## src/design/hps_consts.vh

```
`ifndef HPS_CONSTS_VH
`define HPS_CONSTS_VH
// State codes
`define HPS_ST_IDLE        3'h0
`define HPS_ST_DECODE      3'h1
`define HPS_ST_OUT_LOAD    3'h2
`define HPS_ST_OUT_WAIT    3'h3
`define HPS_ST_END         3'h4
`define HPS_ST_IN_INIT     3'h5
`define HPS_ST_IN_WAIT     3'h6
// Frame field positions (bit index in the setup word)
`define HPS_DIR_BIT        0
`define HPS_IRQ_BIT        1
// Shadow register index map
`define HPS_SH_STATUS      2'h0
`define HPS_SH_INIT        2'h1
`define HPS_SH_END         2'h2
`define HPS_SH_COUNT       2'h3
// Widths
`define HPS_REG_W          8
`define HPS_CNT_W          16
// Reset values
`define HPS_REG_RST        8'h00
`define HPS_CNT_RST        16'h0000
`endif

```

## src/design/hps_pio_setup.v

```verilog
// Functional notes
// - Decode state: find direction, mark last frame PIO
// - Direction clear, no error: go outbound load
// - Direction set, no error: return idle
// - Decode error: report to link, go idle
// - Illegal-transition notice from link: go idle
// - Outbound load: shadows, byte count, optional interrupt
// - Outbound load done: go idle unconditionally
// - Outbound wait holds until link reports done
// - Block byte count reached: go end state
// - Abort primitive in data wait: go end
// - Soft reset in outbound wait or inbound initial wait: request SYNC, idle
// - End state: load ending values, then idle
// - Inbound transfer errors passed to link
// - Inbound initial wait holds until data readable
// - Data readable: load initial values, go inbound wait
// - Inbound advance: load status, interrupt follows bit
// - All PIO data in one data frame
`timescale 1ns/1ps
`default_nettype none
`include "hps_consts.vh"
module hps_pio_setup (
    // Clock and reset
    input  wire                    sys_clk,
    input  wire                    rst,
    // Received setup frame from link layer
    input  wire                    setup_frame_valid,
    input  wire                    setup_dir,
    input  wire                    setup_irq,
    input  wire [`HPS_REG_W-1:0]   setup_init_value,
    input  wire [`HPS_REG_W-1:0]   setup_start_status,
    input  wire [`HPS_REG_W-1:0]   setup_end_value,
    input  wire [`HPS_CNT_W-1:0]   setup_byte_count,
    input  wire                    setup_error,
    // Link layer notices
    input  wire                    link_illegal_transition,
    input  wire                    link_abort_rcvd,
    input  wire                    link_xfer_done,
    input  wire                    link_rx_started,
    input  wire                    link_xfer_error,
    input  wire                    link_word_strobe,
    // Host application side
    input  wire                    host_out_data_ready,
    input  wire                    host_in_data_ready,
    input  wire                    soft_reset_bit,
    input  wire                    device_reset_cmd,
    input  wire [1:0]              shadow_rd_addr,
    // Outputs to link layer
    output reg                     link_status_report,
    output reg                     link_send_sync,
    output reg                     link_err_to_eof,
    // Outputs to host application
    output reg                     pio_irq,
    output reg                     irq_pending,
    output reg                     last_frame_pio,
    output reg                     data_request_flag,
    output reg                     busy_flag,
    output reg                     xfer_dir_in,
    output reg  [`HPS_CNT_W-1:0]   byte_count,
    output reg  [2:0]              fsm_state,
    output wire [`HPS_REG_W-1:0]   shadow_rd_data
);
    reg [2:0]              state;
    reg [2:0]              next_state;
    reg [`HPS_CNT_W-1:0]   xfer_count;
    reg                    dir_in;
    reg                    irq_bit;
    reg [`HPS_REG_W-1:0]   init_value;
    reg [`HPS_REG_W-1:0]   start_status;
    reg [`HPS_REG_W-1:0]   end_value;
    reg                    sh_wr_en;
    reg [1:0]              sh_wr_addr;
    reg [`HPS_REG_W-1:0]   sh_wr_data;
    reg                    init_pend;
    wire                   reset_req;
    wire                   count_hit;

    // Host asks for soft reset or device reset
    assign reset_req = soft_reset_bit | device_reset_cmd;

    // Byte count of the current data block reached
    assign count_hit = link_word_strobe && (xfer_count + 1'b1 == byte_count) && (byte_count != `HPS_CNT_RST);

    // Shadow register storage
    hps_shadow_mem u_shadow (
        .sys_clk (sys_clk),
        .wr_en   (sh_wr_en),
        .wr_addr (sh_wr_addr),
        .wr_data (sh_wr_data),
        .rd_addr (shadow_rd_addr),
        .rd_data (shadow_rd_data)
    );

    // Next state decision
    always @* begin
        next_state = state;
        case (state)
            // Idle: new frame, or a data phase opens
            `HPS_ST_IDLE: begin
                if (setup_frame_valid) begin
                    next_state = `HPS_ST_DECODE;
                end else if (host_out_data_ready && !dir_in && byte_count != `HPS_CNT_RST) begin
                    next_state = `HPS_ST_OUT_WAIT;
                end else if (dir_in && irq_bit && byte_count != `HPS_CNT_RST && link_rx_started) begin
                    next_state = `HPS_ST_IN_INIT;
                end
            end
            // Decode: branch on error and direction
            `HPS_ST_DECODE: begin
                if (link_illegal_transition) begin
                    next_state = `HPS_ST_IDLE;
                end else if (setup_error) begin
                    next_state = `HPS_ST_IDLE;
                end else if (!dir_in) begin
                    next_state = `HPS_ST_OUT_LOAD;
                end else begin
                    next_state = `HPS_ST_IDLE;
                end
            end
            // Outbound load: always back to idle
            `HPS_ST_OUT_LOAD: begin
                if (link_illegal_transition) begin
                    next_state = `HPS_ST_IDLE;
                end else begin
                    next_state = `HPS_ST_IDLE;
                end
            end
            // Outbound wait: reset, abort, count or done
            `HPS_ST_OUT_WAIT: begin
                if (link_illegal_transition) begin
                    next_state = `HPS_ST_IDLE;
                end else if (reset_req) begin
                    next_state = `HPS_ST_IDLE;
                end else if (link_abort_rcvd) begin
                    next_state = `HPS_ST_END;
                end else if (count_hit || link_xfer_done) begin
                    next_state = `HPS_ST_END;
                end
            end
            // Inbound initial wait: data readable
            `HPS_ST_IN_INIT: begin
                if (link_illegal_transition) begin
                    next_state = `HPS_ST_IDLE;
                end else if (reset_req) begin
                    next_state = `HPS_ST_IDLE;
                end else if (link_rx_started && host_in_data_ready) begin
                    next_state = `HPS_ST_IN_WAIT;
                end
            end
            // Inbound wait: abort, count or done
            `HPS_ST_IN_WAIT: begin
                if (link_illegal_transition) begin
                    next_state = `HPS_ST_IDLE;
                end else if (link_abort_rcvd) begin
                    next_state = `HPS_ST_END;
                end else if (count_hit || link_xfer_done) begin
                    next_state = `HPS_ST_END;
                end
            end
            // End: ending values, then idle
            `HPS_ST_END: begin
                next_state = `HPS_ST_IDLE;
            end
            default: begin
                next_state = `HPS_ST_IDLE;
            end
        endcase
    end

    // Shadow write selection per state
    always @* begin
        sh_wr_en   = 1'b0;
        sh_wr_addr = `HPS_SH_STATUS;
        sh_wr_data = `HPS_REG_RST;
        if (state == `HPS_ST_OUT_LOAD && !link_illegal_transition) begin
            sh_wr_en   = 1'b1;
            sh_wr_addr = `HPS_SH_INIT;
            sh_wr_data = init_value;
        end else if (state == `HPS_ST_IN_INIT && next_state == `HPS_ST_IN_WAIT) begin
            sh_wr_en   = 1'b1;
            sh_wr_addr = `HPS_SH_STATUS;
            sh_wr_data = start_status;
        end else if (state == `HPS_ST_IN_WAIT && init_pend) begin
            sh_wr_en   = 1'b1;
            sh_wr_addr = `HPS_SH_INIT;
            sh_wr_data = init_value;
        end else if (state == `HPS_ST_END) begin
            sh_wr_en   = 1'b1;
            sh_wr_addr = `HPS_SH_END;
            sh_wr_data = end_value;
        end
    end

    // Initial values owed to the shadow file after status
    always @(posedge sys_clk) begin
        if (rst) begin
            init_pend <= 1'b0;
        end else begin
            init_pend <= (state == `HPS_ST_IN_INIT) && (next_state == `HPS_ST_IN_WAIT);
        end
    end

    // State, captured frame fields and outputs
    always @(posedge sys_clk) begin
        if (rst) begin
            state              <= `HPS_ST_IDLE;
            fsm_state          <= `HPS_ST_IDLE;
            xfer_count         <= `HPS_CNT_RST;
            byte_count         <= `HPS_CNT_RST;
            dir_in             <= 1'b0;
            xfer_dir_in        <= 1'b0;
            irq_bit            <= 1'b0;
            init_value         <= `HPS_REG_RST;
            start_status       <= `HPS_REG_RST;
            end_value          <= `HPS_REG_RST;
            link_status_report <= 1'b0;
            link_send_sync     <= 1'b0;
            link_err_to_eof    <= 1'b0;
            pio_irq            <= 1'b0;
            irq_pending        <= 1'b0;
            last_frame_pio     <= 1'b0;
            data_request_flag  <= 1'b0;
            busy_flag          <= 1'b0;
        end else begin
            state              <= next_state;
            fsm_state          <= next_state;
            link_status_report <= 1'b0;
            link_send_sync     <= 1'b0;
            link_err_to_eof    <= 1'b0;
            // Latch frame fields as the frame arrives
            if (state == `HPS_ST_IDLE && setup_frame_valid) begin
                dir_in       <= setup_dir;
                xfer_dir_in  <= setup_dir;
                irq_bit      <= setup_irq;
                init_value   <= setup_init_value;
                start_status <= setup_start_status;
                end_value    <= setup_end_value;
                busy_flag    <= 1'b1;
            end
            // Decode: mark frame kind, report errors
            if (state == `HPS_ST_DECODE) begin
                last_frame_pio <= 1'b1;
                if (setup_error && !link_illegal_transition) begin
                    link_status_report <= 1'b1;
                end
                if (dir_in && !setup_error) begin
                    byte_count <= setup_byte_count;
                    xfer_count <= `HPS_CNT_RST;
                end
            end
            // Outbound load: count, request, pending flag
            if (state == `HPS_ST_OUT_LOAD && !link_illegal_transition) begin
                byte_count        <= setup_byte_count;
                xfer_count        <= `HPS_CNT_RST;
                data_request_flag <= 1'b1;
                busy_flag         <= 1'b0;
                if (irq_bit) begin
                    irq_pending <= 1'b1;
                end
            end
            // Count words in data wait states
            if ((state == `HPS_ST_OUT_WAIT || state == `HPS_ST_IN_WAIT) && link_word_strobe) begin
                xfer_count <= xfer_count + 1'b1;
            end
            // Soft or device reset asks for SYNC
            if ((state == `HPS_ST_OUT_WAIT || state == `HPS_ST_IN_INIT) && reset_req
                && !link_illegal_transition) begin
                link_send_sync <= 1'b1;
            end
            // Inbound advance: interrupt follows frame bit
            if (state == `HPS_ST_IN_INIT && next_state == `HPS_ST_IN_WAIT) begin
                irq_pending       <= irq_bit;
                pio_irq           <= irq_bit;
                data_request_flag <= 1'b1;
                busy_flag         <= 1'b0;
            end
            // Inbound errors ride the end of frame
            if (state == `HPS_ST_IN_WAIT && link_xfer_error) begin
                link_err_to_eof <= 1'b1;
            end
            // End: drop request and block count
            if (state == `HPS_ST_END) begin
                data_request_flag <= 1'b0;
                byte_count        <= `HPS_CNT_RST;
                busy_flag         <= 1'b0;
            end
            // Leaving for idle forgets the frame, except from outbound load or an error-free inbound decode
            if (next_state == `HPS_ST_IDLE && state != `HPS_ST_IDLE && state != `HPS_ST_OUT_LOAD
                && !(state == `HPS_ST_DECODE && dir_in && !setup_error)) begin
                dir_in      <= 1'b0;
                byte_count  <= `HPS_CNT_RST;
                busy_flag   <= 1'b0;
            end
            // Outbound interrupt follows frame bit
            if (state == `HPS_ST_OUT_LOAD) begin
                pio_irq <= irq_bit;
            end
        end
    end
endmodule // hps_pio_setup
`default_nettype wire

```

## src/design/hps_shadow_mem.v

```verilog
`timescale 1ns/1ps
`default_nettype none
`include "hps_consts.vh"
// Four-entry shadow register file, registered read data
module hps_shadow_mem (
    // Clock
    input  wire                    sys_clk,
    // Write port
    input  wire                    wr_en,
    input  wire [1:0]              wr_addr,
    input  wire [`HPS_REG_W-1:0]   wr_data,
    // Read port
    input  wire [1:0]              rd_addr,
    output reg  [`HPS_REG_W-1:0]   rd_data
);
    reg [`HPS_REG_W-1:0] mem [0:3];

    // Contents are left untouched by reset
    always @(posedge sys_clk) begin
        if (wr_en) begin
            mem[wr_addr] <= wr_data;
        end
        rd_data <= mem[rd_addr];
    end
endmodule // hps_shadow_mem
`default_nettype wire

```

## config.mk

```make
export PLATFORM = sky130hd
export DESIGN_NAME = hps_pio_setup
export DESIGN_NICKNAME = d
export VERILOG_FILES = /design/src/design/hps_pio_setup.v /design/src/design/hps_shadow_mem.v
export VERILOG_INCLUDE_DIRS = /design/src /design/src/design
export SDC_FILE = /design/constraint.sdc
export NUM_CORES = 1
export LEC_CHECK = 0
export BUFFER_PORTS_ARGS = -buffer_cell sky130_fd_sc_hd__buf_2
export CORE_MARGIN = 2
export CORE_UTILIZATION = 30
export DETAILED_ROUTE_END_ITERATION = 6
export GPL_TIMING_DRIVEN = 0
export PLACE_DENSITY_LB_ADDON = 0.2
export REMOVE_ABC_BUFFERS = 1
export SETUP_SLACK_MARGIN = 0.2
export SYNTH_ARGS = -nofsm -noshare
export SYNTH_HDL_FRONTEND = slang
export SYNTH_SLANG_ARGS = --single-unit
```

## constraint.sdc

```tcl
create_clock -name sys_clk -period 4.7 [get_ports sys_clk]
set_clock_uncertainty 0.15 [all_clocks]
set_input_delay 1.41 -clock sys_clk [delete_from_list [all_inputs] [get_ports sys_clk]]
set_output_delay 1.41 -clock sys_clk [all_outputs]
set_load 0.01 [all_outputs]
```

==> results by group <==
Status
  • Status: complete, no violations

Finish
  • Share of layout cells above drive strength 1: 24.2%
  • Nets: 636
  • P&R area growth vs syn: 18.6%
  • Ant diodes: 0
  • Finished Layout Cells: 802
  • Fill cells: 1705
  • Fin util: 36.0%

STA
  • Setup TNS: 0 ns
  • Fin. Hold Viols: 0
  • Fin crit period: 3.63 ns
  • Fmax: 276 MHz
  • RSZ-0062 raised after global routing: no
  • Final WS setup: 1.07 ns
  • Slew Limit Headroom: 26.8%
  • Final Slew Violations: 0
  • Final setup vio count: 0
  • Final period utilization: 77.2%
  • Worst Tran Pin Value: 1.10 ns
  • Hold Worst Slack: 0.307 ns

CTS
  • CTS tree: yes
  • Clock-pin slew on the worst setup and hold paths: 0.07 ns
  • Hold_buf cts: 0
  • Post-CTS Setup Bufs: 0
  • Clk Latency, worst-skew pair: 0.35 ns
  • CTS Buf Count: 9
  • CTS Root Cell: clkbuf_16
  • Worst-case clock buffer depth: 2
  • Htree depth: 3
  • Post_cts resized: 0
  • Clk sink count: 111

Min path
  • HP Class: reg2reg
  • Hold Startpoint: end_value[3]
  • Hold path depth: 2
  • Hold endpoint: end_value[3]

Yosys
  • Mapped Cells: 499
  • Mapped Area: 0.00498 mm2
  • Number of synthesized register bits: 111
  • Yosys cell types: 61
  • Yosys warns: 0
  • Sequential share of the synthesized area: 51.1%
  • Yosys top cell area share: 31.8%
  • Post-synth EDFFs: 32
  • Async S/R FF share, synth: 0%
  • Largest cells by area after synthesis: dfxtp_1, edfxtp_1, a21oi_1
  • Mapped Avg Cell Area: 9.97 um2
  • Area leader, netlist: dfxtp_1
  • Primary FF master, synth: dfxtp_1

Route
  • Routed wire length: 12.7 mm
  • DRC Markers: 0
  • WL/cell: 15.9 um
  • Via total after detailed routing: 3954
  • DRT Pass-1 Iters: 6
  • Drt via density: 4.93
  • Antenna Nets Post-Route: 0
  • 1st-iter DRT viols: 227

Floorplanning
  • Core area: 0.0164 mm2
  • Chip width: 133 um
  • Die area: 0.0176 mm2
  • I/O Pins: 94
  • Rows: 47
  • Die H: 133 um
  • Starting Density: 30.3%

Power and ir drop
  • Psw: 0.000477 W
  • Flop pwr share: 53.8%
  • Clock network power share: 37.4%
  • Power Internal: 0.00145 W
  • Pleak: 2.37 nW
  • Maximum vdd drop: 0.172 mV
  • Net Sw Frac: 24.8%
  • Power per cell area: 326 mW/mm2
  • Logic pwr share: 8.8%

Critical path
  • CP startpoint kind: input port
  • Data required, critical path: 4.77 ns
  • RR Startpoint: state[2]
  • Worst Setup End Kind: flip-flop
  • Slowest cell on the critical path: or4_4
  • Number of buffers and inverters on the critical path: 1
  • Max FO, Critical Path: 28
  • Kind of critical path: in2reg
  • Crit path max-delay family: simple AND/OR/NAND/NOR gates
  • Flop-to-flop setup slack: 1.28 ns
  • Slowest stage delay, CP: 0.55 ns
  • R2R cell count: 6
  • RR Endpoint: byte_count[6]
  • CP Data Arrival Time: 3.69 ns
  • CP Cell Sequence: buf_2 -> and2_1 -> a221o_1 -> or4_4 -> o21ai_4 -> nor2_1

Global route
  • Remaining global-route overflow: 0
  • Number of global-route vias before repair: 3789
  • Total Routing Usage GR: 14.6%
  • Initial antenna violation count: 0
  • Largest net degree at the start of global routing: 53
  • First-pass GRT wire length: 20.2 mm

Run
  • Max-Cap Viols: 0

Placement
  • HPWL after detailed placement: 8.90 mm
  • Dpl ws: 0.684 ns
  • Gp weighted congestion: 0.842
  • Placed Cells: 786
  • Port bufs: 93
[cells in the mapped netlist, types with 9 or more instances]
library cell  instances
and3_1                9
clkbuf_1             25
nand3_1               9
dfxtp_1              79
mux2i_1              17
o21ai_0              17
xor2_1               10
edfxtp_1             32
nand2_1              65
inv_1                11
nor2_2               10
a21oi_1              51
nor2_1               32
xnor2_1              12
[cell families (layout without fill, tap and decap cells)]
logic type | Yosys count | count (layout) | share of synthesized area [%]
DFF | 111 | 111 | 51.1
and+or+nand+nor | 189 | 189 | 20.5
adders and majority gates | 1 | 1 | 0.251
xor gates and xnor gates | 22 | 22 | 3.87
other | 1 | 8 | 0.0754
AOI/OAI and AO/OA | 103 | 103 | 13.1
buffers and inverters | 47 | 123 | 4.07
muxes | 25 | 25 | 7.04
[final cells by class]
class | count | area (um2) | share of cell area (%)
flip-flops and latches | 111 | 2540 | 43.1
multi-input cells | 348 | 2260 | 38.4
repair buffers | 95 | 495 | 8.40
well taps | 220 | 275 | 4.66
clock buffers | 11 | 233 | 3.94
clock inverters | 5 | 46.3 | 0.785
inverters | 12 | 45.0 | 0.763
[layer usage]
layer  up-vias  global-route usage [%]  wire length, um
met3        13                    3.83              643
met5         -                       0                0
met1      1892                    17.8             5620
met4         0                    4.12              142
li1       1948                       -                -
met2       101                    25.4             6340
[worst max-delay path by stage]
stage | start | to | slack (ns) | cells after the start
floorplan | setup_error | xfer_count[10] | 0.56 | 5
global placement | setup_error | xfer_count[11] | -0.45 | 6
detailed placement | setup_frame_valid | busy_flag | 0.68 | 6
CTS | setup_frame_valid | busy_flag | 1.05 | 6
global route | setup_frame_valid | byte_count[3] | 0.94 | 6
finish | setup_frame_valid | byte_count[6] | 1.07 | 6
[metrics by stage]
stage | area, um2 | total power (W)
after detailed placement | 5620 | 0.00123
after global placement | 5590 | 0.00122
after global routing | 5900 | 0.00201
after CTS | 5900 | 0.00195
after floorplan | 4840 | 0.00115
final | 5900 | 0.00193
[registers in the layout, indices dropped and copies added (netlist names), 3 cells and up]
| signal | cells |
|---|---|
| init_value | 8 |
| end_value | 8 |
| state | 3 |
| start_status | 8 |
| xfer_count | 16 |
| byte_count | 16 |
| u_shadow.mem | 32 |
| u_shadow.rd_data | 8 |
[tightest hold or removal path: cells and delay by family (launching register included)]
| kind | cells | cell delay (ns) |
|---|---|---|
| AND/OR/NAND/NOR | 1 | 0.05 |
| flip-flops | 1 | 0.31 |
| AO/OA/AOI/OAI | 1 | 0.05 |
[power groups by stage]
stage | clock, W | sequential (W) | combinational, W
final | 0.000721 | 0.00104 | 0.000170
after detailed placement | 0 | 0.00106 | 0.000172
after CTS | 0.000745 | 0.00104 | 0.000173
after global placement | 0 | 0.00106 | 0.000169
after global routing | 0.000783 | 0.00104 | 0.000190
after floorplan | 0 | 0.00106 | 0.0000895
[cells in the final DEF, fill, tap and decap left out, types with 6 or more instances in the layout]
| cell type | Yosys | routed |
|---|---|---|
| and3_1 | 9 | 9 |
| buf_2 | 5 | 93 |
| xor2_1 | 10 | 10 |
| mux2i_1 | 17 | 17 |
| nand3_1 | 9 | 9 |
| edfxtp_1 | 32 | 32 |
| nor2_2 | 10 | 11 |
| xnor2_1 | 12 | 12 |
| mux4_2 | 8 | 8 |
| inv_1 | 11 | 11 |
| nor2_1 | 32 | 31 |
| nor3_1 | 8 | 8 |
| clkbuf_16 | 0 | 9 |
| a222oi_1 | 8 | 8 |
| or3_1 | 8 | 8 |
| nand2_1 | 65 | 65 |
| conb_1 | 1 | 8 |
| nand3b_1 | 6 | 6 |
| nand4_1 | 8 | 8 |
| dfxtp_1 | 79 | 79 |
| a21oi_1 | 51 | 50 |
| o21ai_0 | 17 | 17 |
(Power assumes the default switching activity.)
